### src/logic/thlmc_pkg.sv
// Purpose: shared constants and types for the timer hardware limit mode control
// Assumes: one clock; the timer clock is mclk itself
// Notes: mode codes are the full five-bit field, family in [4:3], variant in [2:0]
package thlmc_pkg;
  localparam int MODE_W = 5;
  localparam int CNT_W = 8;
  localparam logic [1:0] FAM_FREE = 2'h0;
  localparam logic [1:0] FAM_ONESHOT = 2'h1;
  localparam logic [1:0] FAM_MONO = 2'h2;
  localparam logic [7:0] CNT_RST = 8'h00;
  localparam logic ON_RST = 1'b0;
  localparam logic [2:0] SYNC_RST = 3'h0;

  typedef enum logic [4:0] {
    MODE_SW_GATE = 5'h00,
    MODE_GATE_HI = 5'h01,
    MODE_GATE_LO = 5'h02,
    MODE_RST_ANY = 5'h03,
    MODE_RST_RISE = 5'h04,
    MODE_RST_FALL = 5'h05,
    MODE_RST_LOW = 5'h06,
    MODE_RST_HIGH = 5'h07,
    OS_SOFT = 5'h08,
    OS_RISE = 5'h09,
    OS_FALL = 5'h0a,
    OS_ANY = 5'h0b,
    OS_RISE_RRST = 5'h0c,
    OS_FALL_FRST = 5'h0d,
    OS_RISE_LRST = 5'h0e,
    OS_FALL_HRST = 5'h0f,
    MS_RISE = 5'h11,
    MS_FALL = 5'h12,
    MS_ANY = 5'h13,
    MS_HIGH_LRST = 5'h16,
    MS_LOW_HRST = 5'h17
  } thlmc_mode_t;

  typedef enum logic {
    ST_IDLE = 1'b0,
    ST_RUN = 1'b1
  } thlmc_state_t;

  typedef struct packed {
    logic on_set;
    logic on_clr;
    logic debug_mode;
  } thlmc_ctrl_t;

  typedef struct packed {
    logic timer_on;
    logic running;
    logic period_match;
  } thlmc_stat_t;
endpackage

### src/logic/thlmc_timer.sv
// Purpose: mode selection and start, stop and reset control of an 8-bit period timer
// Assumes: software drives the enable bit through set and clear pulses; period is static while counting
// Notes: external signal is synchronised by three flops and filtered on agreement of the last two
//
// Overview of operation
// - five-bit mode, family bits 4:3, variant 2:0
// - external input ignored during debug
// - code 00011 resets count on any edge
// - codes 00100/00101 reset on rising/falling edge
// - one-shot starts on enable plus chosen edge, code 01000 on enable alone
// - code 01100 starts and resets on rise
// - codes 01101..01111 edge start with edge/level reset
// - re-enable in edge-start modes needs a new qualifying edge
// - one-shot match clears enable, count to zero
// - monostable match stops at zero, enable kept
// - software gate counts only while enabled
// - codes 00110/00111 held reset at low/high
// - increment, flag match, clear on next clock
`timescale 1ns/1ps
module thlmc_timer #(
  parameter int CNT_W = thlmc_pkg::CNT_W
) (
  input wire logic mclk,
  input wire logic rst_n,
  input wire thlmc_pkg::thlmc_ctrl_t ctrl,
  input wire logic [thlmc_pkg::MODE_W-1:0] timer_limit_control_reg,
  input wire logic [CNT_W-1:0] timer_period_value,
  input wire logic timer_external_reset_signal,
  output logic [CNT_W-1:0] timer_count_value,
  output thlmc_pkg::thlmc_stat_t stat
);

  ////////////////////////////////////////////////////////////////////////////
  // external signal synchroniser and filter

  logic [2:0] sync_r;
  logic [2:0] sync_nxt;
  logic lvl_r;
  logic lvl_nxt;
  logic prev_r;
  logic prev_nxt;

  always_comb begin
    sync_nxt = {sync_r[1:0], timer_external_reset_signal};
    lvl_nxt = lvl_r;
    // frozen in debug so no edge or level can act
    if (!ctrl.debug_mode && (sync_r[1] == sync_r[2])) begin
      lvl_nxt = sync_r[2];
    end
    prev_nxt = lvl_r;
  end

  always_ff @(posedge mclk or negedge rst_n) begin
    if (!rst_n) begin
      sync_r <= thlmc_pkg::SYNC_RST;
      lvl_r <= 1'b0;
      prev_r <= 1'b0;
    end else begin
      sync_r <= sync_nxt;
      lvl_r <= lvl_nxt;
      prev_r <= prev_nxt;
    end
  end

  ////////////////////////////////////////////////////////////////////////////
  // mode decode

  logic [1:0] fam;
  logic rise;
  logic fall;
  logic hi;
  logic lo;
  logic start_ev;
  logic rst_ev;
  logic gate_ok;
  logic reserved;

  always_comb begin
    fam = timer_limit_control_reg[4:3];
    rise = lvl_r & ~prev_r & ~ctrl.debug_mode;
    fall = ~lvl_r & prev_r & ~ctrl.debug_mode;
    hi = lvl_r & ~ctrl.debug_mode;
    lo = ~lvl_r & ~ctrl.debug_mode;
    start_ev = 1'b0;
    rst_ev = 1'b0;
    gate_ok = 1'b1;
    reserved = 1'b0;
    case (timer_limit_control_reg)
      thlmc_pkg::MODE_SW_GATE: begin
        gate_ok = 1'b1;
      end
      thlmc_pkg::MODE_GATE_HI: begin
        gate_ok = hi | ctrl.debug_mode;
      end
      thlmc_pkg::MODE_GATE_LO: begin
        gate_ok = lo | ctrl.debug_mode;
      end
      thlmc_pkg::MODE_RST_ANY: begin
        rst_ev = rise | fall;
      end
      thlmc_pkg::MODE_RST_RISE: begin
        rst_ev = rise;
      end
      thlmc_pkg::MODE_RST_FALL: begin
        rst_ev = fall;
      end
      thlmc_pkg::MODE_RST_LOW: begin
        rst_ev = lo;
      end
      thlmc_pkg::MODE_RST_HIGH: begin
        rst_ev = hi;
      end
      thlmc_pkg::OS_SOFT: begin
        start_ev = 1'b1;
      end
      thlmc_pkg::OS_RISE, thlmc_pkg::MS_RISE: begin
        start_ev = rise;
      end
      thlmc_pkg::OS_FALL, thlmc_pkg::MS_FALL: begin
        start_ev = fall;
      end
      thlmc_pkg::OS_ANY, thlmc_pkg::MS_ANY: begin
        start_ev = rise | fall;
      end
      thlmc_pkg::OS_RISE_RRST: begin
        start_ev = rise;
        rst_ev = rise;
      end
      thlmc_pkg::OS_FALL_FRST: begin
        start_ev = fall;
        rst_ev = fall;
      end
      thlmc_pkg::OS_RISE_LRST: begin
        start_ev = rise;
        rst_ev = lo;
      end
      thlmc_pkg::OS_FALL_HRST: begin
        start_ev = fall;
        rst_ev = hi;
      end
      thlmc_pkg::MS_HIGH_LRST: begin
        start_ev = hi;
        rst_ev = lo;
      end
      thlmc_pkg::MS_LOW_HRST: begin
        start_ev = lo;
        rst_ev = hi;
      end
      default: begin
        reserved = 1'b1;
      end
    endcase
  end

  ////////////////////////////////////////////////////////////////////////////
  // enable, run state and counter

  logic on_r;
  logic on_nxt;
  thlmc_pkg::thlmc_state_t st_r;
  thlmc_pkg::thlmc_state_t st_nxt;
  logic [CNT_W-1:0] cnt_r;
  logic [CNT_W-1:0] cnt_nxt;
  logic counting;
  logic hit;

  always_comb begin
    on_nxt = on_r;
    st_nxt = st_r;
    cnt_nxt = cnt_r;
    hit = (cnt_r == timer_period_value);
    if (fam == thlmc_pkg::FAM_FREE) begin
      counting = on_r & gate_ok;
    end else begin
      counting = on_r & (st_r == thlmc_pkg::ST_RUN);
    end
    if (ctrl.on_clr) begin
      on_nxt = 1'b0;
    end
    if (ctrl.on_set) begin
      on_nxt = 1'b1;
    end
    if (reserved) begin
      cnt_nxt = thlmc_pkg::CNT_RST;
      st_nxt = thlmc_pkg::ST_IDLE;
    end else if (!on_r) begin
      st_nxt = thlmc_pkg::ST_IDLE;
    end else begin
      if ((fam != thlmc_pkg::FAM_FREE) && (st_r == thlmc_pkg::ST_IDLE) && start_ev) begin
        st_nxt = thlmc_pkg::ST_RUN;
      end
      if (rst_ev) begin
        cnt_nxt = thlmc_pkg::CNT_RST;
      end else if (counting) begin
        if (hit) begin
          cnt_nxt = thlmc_pkg::CNT_RST;
          if (fam == thlmc_pkg::FAM_ONESHOT) begin
            // a software set in the same cycle wins over the hardware clear
            on_nxt = ctrl.on_set;
            st_nxt = thlmc_pkg::ST_IDLE;
          end else if (fam == thlmc_pkg::FAM_MONO) begin
            st_nxt = thlmc_pkg::ST_IDLE;
          end
        end else begin
          cnt_nxt = cnt_r + 1'b1;
        end
      end
    end
  end

  always_ff @(posedge mclk or negedge rst_n) begin
    if (!rst_n) begin
      on_r <= thlmc_pkg::ON_RST;
      st_r <= thlmc_pkg::ST_IDLE;
      cnt_r <= thlmc_pkg::CNT_RST;
    end else begin
      on_r <= on_nxt;
      st_r <= st_nxt;
      cnt_r <= cnt_nxt;
    end
  end

  assign timer_count_value = cnt_r;
  assign stat.timer_on = on_r;
  assign stat.running = counting;
  assign stat.period_match = on_r & counting & hit & ~rst_ev & ~reserved;

  logic [4:0] m;
  assign m = timer_limit_control_reg;
endmodule

### config.mk
export PLATFORM = sky130hd
export DESIGN_NAME = thlmc_timer
export DESIGN_NICKNAME = d
export VERILOG_FILES = /design/src/logic/thlmc_pkg.sv /design/src/logic/thlmc_timer.sv
export SDC_FILE = /design/constraint.sdc
export NUM_CORES = 1
export LEC_CHECK = 0
export BUFFER_PORTS_ARGS = -buffer_cell sky130_fd_sc_hd__buf_4
export CAP_MARGIN = 0
export CORE_UTILIZATION = 48
export CTS_CLUSTER_SIZE = 25
export DETAILED_ROUTE_END_ITERATION = 16
export PLACE_DENSITY = 0.75
export SYNTH_ARGS = -nofsm -noshare
export SYNTH_HDL_FRONTEND = slang
export SYNTH_SLANG_ARGS = --single-unit
### constraint.sdc
create_clock -name mclk -period 2 [get_ports mclk]
set_input_delay 0.2 -clock mclk [delete_from_list [all_inputs] [get_ports mclk]]
set_output_delay 0.2 -clock mclk [all_outputs]
set_load 0.01 [all_outputs]
==> out/results.ini, run 1 <==
[outcome]
status=finished, violations left
violations=negative setup slack

[clock_tree]
cts.root.buffer_cell=sky130_fd_sc_hd__clkbuf_4
clock_insertion_delay_worst_skew_ns=0.28
tritoncts=built
cts_made_buffers=3
clock_sinks=15
clk_path_buf_depth=2
clkSlewWorstSetupHoldPaths_ns=0.09
htree_num_levels=1

[synth]
synth.top_cells.by_area=sky130_fd_sc_hd__dfrtp_1 (29%), sky130_fd_sc_hd__o221ai_2 (7.0%), sky130_fd_sc_hd__xor2_1 (6.1%), sky130_fd_sc_hd__nor4_1 (3.9%), sky130_fd_sc_hd__buf_6 (3.5%)
syn_nets=156
post_synth.cell_area_avg_um2=9.51
ys_ff_latch=15
synthesis.yosys.warnings=0
asyncSetResetFlopFracSynth_pct=100
library_cells_used_by_synthesis=45
synth_cells=136
synth-edff-count=0
yosysTopAreaCellShare_pct=29.0
mappedNetlistArea_um2=1290
synth-seq-area-share_pct=29.0
ys.flop_type=sky130_fd_sc_hd__dfrtp_1
synth_top_cell_by_area=sky130_fd_sc_hd__dfrtp_1

[placed_design]
place.port_buffers=29
dp_hpwl_um=2280
placedInstanceArea_um2=1570
placement.setup.worst_slack_ns=-0.0252
place_inst=199
routability_congestion_estimate_from_global_placement=0.874

[worst_hold_path]
worstHoldStart=ctrl[2]
hold_path_class=primary input to flip-flop
hold_path_cells=2
timing.hold.worst_endpoint=on_r

[critical_path]
crit_path_end_kind=output pin
timing.critical_path.slowest_stage_cell=sky130_fd_sc_hd__dfrtp_1
worstRegToRegCells=7
critical_path_peak_fanout=2
cp.arrival_ns=1.86
worstReg2RegStart=lvl_r
cpPeakStageDelay_ns=0.41
timing.critical_path.required_ns=1.80
start_kind=flip-flop
timing.critical_path.max_delay_family=simple AND/OR/NAND/NOR gates
timing.reg2reg.setup_slack_ns=-0.01
timing.setup.critical_path_class=flip-flop to output pin
cp_num_buf_inv=2
crit_path_frequent_cell=sky130_fd_sc_hd__buf_6
path_cells=xor2_1 > nor4_2 > nand2_1 > buf_6 > nor2_1 > and3_1 > buf_6
crit-reg2reg-capture=on_r

[final_layout]
n_antenna_cell=0
most_common_library_cell_in_the_layout_ignoring_fill_and_taps=sky130_fd_sc_hd__buf_4
final_area_um2=1750
finalNetCount=206
area.growth.synth_to_final_pct=34.9
drive_gt1_share_pct=42.7
final_cell_mix=sky130_fd_sc_hd__buf_4 (50), sky130_fd_sc_hd__dfrtp_1 (13), sky130_fd_sc_hd__nand2_1 (12)
stdcell_count=215

[timing]
setup_repair_after_global_routing_missed_its_margin=true
finalSetupViolations=2
final.setup_skew_ns=0.000964
slew_headroom_pct=74.7
timing.final.crit_share_pct=103
setup_ws_ns=-0.0624
fmax_mhz=485
slew_viol_final=0
report.final.hold_viol_count=0
tightest_slew_ns=0.378
finalCriticalPeriod_ns=2.06

[floorplan]
initial_utilization_pct=51.3
ioPinCount=30
die_w_um=53.9
die-height_um=53.9
die_area_um2=2910
num_rows=18
core_region_area_um2=2520

[grt]
grt_remaining_overflow=0
grt_pass1_wl_um=5050
via_count_of_the_first_global_routing_pass=1124
antenna_found_initial=0
grt_start_max_net_pins=16
track_usage_pct=24.2

[drt]
initialDrtViolationCount=46
wl_per_cell_um=15.0
drc_errors=0
vias=1252
dr.pass1.iters=4
antenna_violating_nets_post_route=0
wirelength_um=3220
avgViaCountPerCell=5.82

[power]
leakagePower_nw=0.752
power_density_nw_per_um2=765
ir_worst_vdd_mv=0.657

[run]
max_cap_viol_count=0

-- final cells by class --
cell class                      count  area, um2
Timing Repair Buffer               55        429
Fill cell                         200        777
Sequential cell                    15        378
Multi-Input combinational cell    100        832
Inverter                           11       41.3
Tap cell                           30       37.5
Clock buffer                        3       22.5
Clock inverter                      1       5.00
-- Yosys cell counts (2+ instances only) --
cell,n
sky130_fd_sc_hd__or3b_1,2
sky130_fd_sc_hd__inv_1,10
sky130_fd_sc_hd__nor2b_1,3
sky130_fd_sc_hd__or3_1,2
sky130_fd_sc_hd__nor4_1,8
sky130_fd_sc_hd__o22ai_1,4
sky130_fd_sc_hd__or4_1,3
sky130_fd_sc_hd__buf_4,4
sky130_fd_sc_hd__a21oi_1,2
sky130_fd_sc_hd__xor2_1,9
sky130_fd_sc_hd__dfrtp_1,15
sky130_fd_sc_hd__nor2_1,3
sky130_fd_sc_hd__buf_6,4
sky130_fd_sc_hd__a31o_1,2
sky130_fd_sc_hd__nand2b_1,2
sky130_fd_sc_hd__o221ai_2,6
sky130_fd_sc_hd__nand4_1,7
sky130_fd_sc_hd__nand2_1,12
sky130_fd_sc_hd__nand3_1,3
sky130_fd_sc_hd__buf_2,2
sky130_fd_sc_hd__nand3b_1,5
sky130_fd_sc_hd__o21ai_0,5
-- metrics by stage --
| step | utilization (%) | hold WS (ns) | setup TNS, ns | power (mW) |
|---|---|---|---|---|
| 5_1_grt | 69.2 | 0.0996 | -0.248 | 1.43 |
| 4_1_cts | 67.2 | 0.0119 | -0.0475 | 1.31 |
| 3_3_place_gp | 62.2 | 0.0648 | 0 | 1.09 |
| 3_5_place_dp | 62.2 | 0.0668 | -0.0288 | 1.12 |
| 6_report | 69.2 | 0.0996 | -0.0705 | 1.33 |
| 2_1_floorplan | - | -0.0956 | 0 | 0.823 |
-- power by group --
group	internal (mW)	switching, mW
Combinational	0.360	0.353
Clock	0.0742	0.100
Sequential	0.377	0.0709
-- metal layers --
layer  vias to the layer above  global-route usage [%]  routed length (um)
li1                        603                       -                   -
met1                       612                    32.6                1470
met2                        35                    39.9                1580
met3                         2                    5.08                 160
met4                         0                    3.95                  17
met5                         -                       0                   0
-- worst max path at each step --
stage                         startpoint                   end  slack [ns]  cells past startpoint
finish              timer_count_value[2]               stat[0]       -0.06                      7
global route        timer_count_value[2]               stat[0]       -0.15                      7
CTS                 timer_count_value[2]               stat[0]       -0.05                      7
detailed placement                 lvl_r  timer_count_value[1]       -0.03                      5
global placement                   lvl_r                  on_r        0.04                      4
floorplan                          lvl_r                  on_r        0.10                      5
-- sequential cells by signal, summed over array words and instances, names as in the netlist --
name	count
lvl_r	1
sync_r	3
st_r	1
prev_r	1
timer_count_value	8
on_r	1
-- cells by family (layout without fill, tap and decap cells) --
logic type,after synthesis,in the layout,share of synthesized area [%]
buffers and inverters,21,70,9.77
XOR/XNOR,10,10,6.77
flip-flops,15,15,29.0
adder cells (fa/ha/maj),1,1,0.967
multiplexers,1,1,0.774
AND/OR/NAND/NOR,60,60,30.9
AO/OA/AOI/OAI,28,28,21.8
-- what timing repair did --
item	CTS	global route
resized for setup	7	4
buffers inserted	7	3
pin swaps	5	5
setup endpoints to repair	11	7
endpoints found under the hold margin	15	1
hold buffers	1	1
(Power assumes the default switching activity.)
==> run 2, diff against run 1 <==
--- a/config.mk
+++ b/config.mk
@@ -5,12 +5,13 @@
 export SDC_FILE = /design/constraint.sdc
 export NUM_CORES = 1
 export LEC_CHECK = 0
+export ABC_AREA = 1
 export BUFFER_PORTS_ARGS = -buffer_cell sky130_fd_sc_hd__buf_4
 export CAP_MARGIN = 0
-export CORE_UTILIZATION = 48
+export CORE_UTILIZATION = 50
 export CTS_CLUSTER_SIZE = 25
 export DETAILED_ROUTE_END_ITERATION = 16
-export PLACE_DENSITY = 0.75
+export PLACE_DENSITY = 0.77
 export SYNTH_ARGS = -nofsm -noshare
 export SYNTH_HDL_FRONTEND = slang
 export SYNTH_SLANG_ARGS = --single-unit
==> run 2 against run 1 <==
Count of clock-buffer cells in the layout rose by 1. Synthesized cell count rose by 91%. Cell count rose by 51%. Fmax rose by 11%. Sequential share of layout area fell by 0.47 points. Combinational power fell by 46%. Synthesized area rose by 15%. The run now ends clean. Clock power fell by 7%. Via count rose by 31%.
==> out/results.ini, run 2 <==
[outcome]
status=finished clean

[floorplan]
core_region_area_um2=2780
ioPinCount=30
initial_utilization_pct=53.5
die_area_um2=3200
die_w_um=56.5
num_rows=19
die-height_um=56.5

[worst_hold_path]
timing.hold.worst_endpoint=sync_r[0]
hold_path_class=primary input to flip-flop
worstHoldStart=timer_external_reset_signal
hold_path_cells=1

[critical_path]
worstRegToRegCells=12
critPathLaunch=timer_count_value[6]
cp.arrival_ns=1.66
crit-reg2reg-capture=timer_count_value[0]
timing.setup.critical_path_class=flip-flop to output pin
worstReg2RegStart=lvl_r
timing.reg2reg.setup_slack_ns=0.39
start_kind=flip-flop
crit_path_end_kind=output pin
critical_path_peak_fanout=7
timing.critical_path.required_ns=1.80

[power]
power.clock.fraction_pct=17.0
power_density_nw_per_um2=528
power.switching_fraction_pct=39.2
p_int_mw=0.578
ir_worst_vdd_mv=0.566
comb_power_share_pct=40.9
power_mw=0.951
netSwitchingPower_mw=0.372
leakagePower_nw=1.07
p_seq_share_pct=42.1

[drt]
wl_met2_um=1440
initialDrtViolationCount=104
dr.pass1.iters=5
wirelength_um=3490
route.top_layer_used=met4
wl_per_cell_um=10.8
vias=1637
avgViaCountPerCell=5.05
antenna_violating_nets_post_route=0
drc_errors=0
detail_route.wirelength.met1_um=1780
wl_met3_um=260

[clock_tree]
cts_made_buffers=3
htree_num_levels=1
clock_insertion_delay_worst_skew_ns=0.27
clk_path_buf_depth=2
cts.root.buffer_cell=sky130_fd_sc_hd__clkbuf_4
clock_sinks=15
tritoncts=built
clkSlewWorstSetupHoldPaths_ns=0.08

[synth]
synthTopCellsByCount=sky130_fd_sc_hd__nand2_1 (101), sky130_fd_sc_hd__inv_1 (36), sky130_fd_sc_hd__nor2_1 (36), sky130_fd_sc_hd__nand3_1 (30), sky130_fd_sc_hd__dfrtp_1 (15)
asyncSetResetFlopFracSynth_pct=100
library_cells_used_by_synthesis=25
synth.top_cells.by_area=sky130_fd_sc_hd__nand2_1 (25%), sky130_fd_sc_hd__dfrtp_1 (25%), sky130_fd_sc_hd__nand3_1 (10%), sky130_fd_sc_hd__inv_1 (9.1%), sky130_fd_sc_hd__nor2_1 (9.1%)
ys.flop_type=sky130_fd_sc_hd__dfrtp_1
mappedNetlistArea_um2=1490
ys_ff_latch=15
synthesis.yosys.warnings=0
syn_nets=280
synth_cells=260
yosysTopAreaCellShare_pct=25.5
yosysMostFrequentCell=sky130_fd_sc_hd__nand2_1
synth_top_cell_by_area=sky130_fd_sc_hd__nand2_1
synth-edff-count=0
synth-seq-area-share_pct=25.2
post_synth.cell_area_avg_um2=5.72

[placed_design]
routability_congestion_estimate_from_global_placement=1.08
dp_hpwl_um=2770
place.port_buffers=29

[final_layout]
largest_register_ff_count=8
area.growth.synth_to_final_pct=21.1
drive_gt1_share_pct=21.2
most_common_library_cell_in_the_layout_ignoring_fill_and_taps=sky130_fd_sc_hd__nand2_1
n_antenna_cell=0
finalNetCount=314
utilization_pct=64.8
final_cell_mix=sky130_fd_sc_hd__nand2_1 (101), sky130_fd_sc_hd__inv_1 (35), sky130_fd_sc_hd__nor2_1 (33)

[run]
max_cap_viol_count=0

[timing]
tightest_slew_ns=0.337
fin_hold_ws_ns=0.0327
slew_headroom_pct=77.4
finalSetupTns_ns=0
fmax_mhz=538
timing.final.crit_share_pct=93.0
finalSetupViolations=0
slew_viol_final=0
setup_repair_after_global_routing_missed_its_margin=false
report.final.hold_viol_count=0
finalCriticalPeriod_ns=1.86
final.setup_skew_ns=0.00246

[grt]
grt_pass1_wl_um=6150
grt_remaining_overflow=0
antenna_found_initial=0
track_usage_pct=23.3
via_count_of_the_first_global_routing_pass=1460
grt_start_max_net_pins=16

## run 2: how the worst max path moves through the flow
| stage | to | depth (start not counted) |
|---|---|---|
| finish | stat[0] | 9 |
| global placement | stat[0] | 8 |
| global route | stat[0] | 9 |
| CTS | stat[0] | 8 |
| detailed placement | stat[0] | 8 |
| floorplan | stat[0] | 7 |
## run 2: final cells by class
type | instances | area, um2
fill | 301 | 980
clock buffer | 4 | 26.3
sequential | 15 | 382
inverter | 40 | 153
multi-input combinational | 201 | 952
timing repair buffer | 33 | 250
tap | 31 | 38.8
## run 2: power groups by stage
stage / combinational, mW / sequential, mW / clock, mW
floorplan: 0.256 / 0.389 / 0
global placement: 0.372 / 0.402 / 0
detailed placement: 0.375 / 0.402 / 0
CTS: 0.378 / 0.396 / 0.171
global route: 0.441 / 0.408 / 0.179
finish: 0.388 / 0.400 / 0.162
## run 2: stage by stage
step / cells / setup WS [ns] / area, um2
floorplan: 260 / 0.518 / 1490
CTS: 321 / 0.0299 / 1760
global route: 324 / 0.00839 / 1800
detailed placement: 316 / 0.339 / 1720
finish: 324 / 0.140 / 1800
global placement: 316 / 0.370 / 1720
## run 2: critical path, cell delays in order, from the launching register on
cell                      delay, ns
sky130_fd_sc_hd__dfrtp_2       0.46
sky130_fd_sc_hd__inv_1         0.08
sky130_fd_sc_hd__nand2_1       0.05
sky130_fd_sc_hd__nand2_1       0.05
sky130_fd_sc_hd__nand2_1       0.07
sky130_fd_sc_hd__nor2_1        0.16
sky130_fd_sc_hd__nand2_1       0.12
sky130_fd_sc_hd__nor2_2        0.12
sky130_fd_sc_hd__and3_1        0.16
sky130_fd_sc_hd__buf_4         0.11
## run 2: logic make-up after synthesis
| group | after synthesis | synth area share [%] |
|---|---|---|
| XOR/XNOR | 6 | 3.53 |
| AO/OA/AOI/OAI | 8 | 3.20 |
| adder cells (fa/ha/maj) | 1 | 0.841 |
| buffers and inverters | 44 | 11.9 |
| flip-flops | 15 | 25.2 |
| AND/OR/NAND/NOR | 186 | 55.3 |
## run 2: layer usage
layer / up-vias / GRT usage [%]
li1: 860 / -
met1: 701 / 38.1
met2: 74 / 33.4
met3: 2 / 0.922
met4: 0 / 5.57
met5: - / 0
## run 2: what timing repair did
action | in CTS | in global routing
gates resized for setup | 0 | 11
setup endpoints to repair | 0 | 1
buffers inserted | 0 | 3
hold endpoints to repair | 15 | 0
hold buffers | 1 | 0
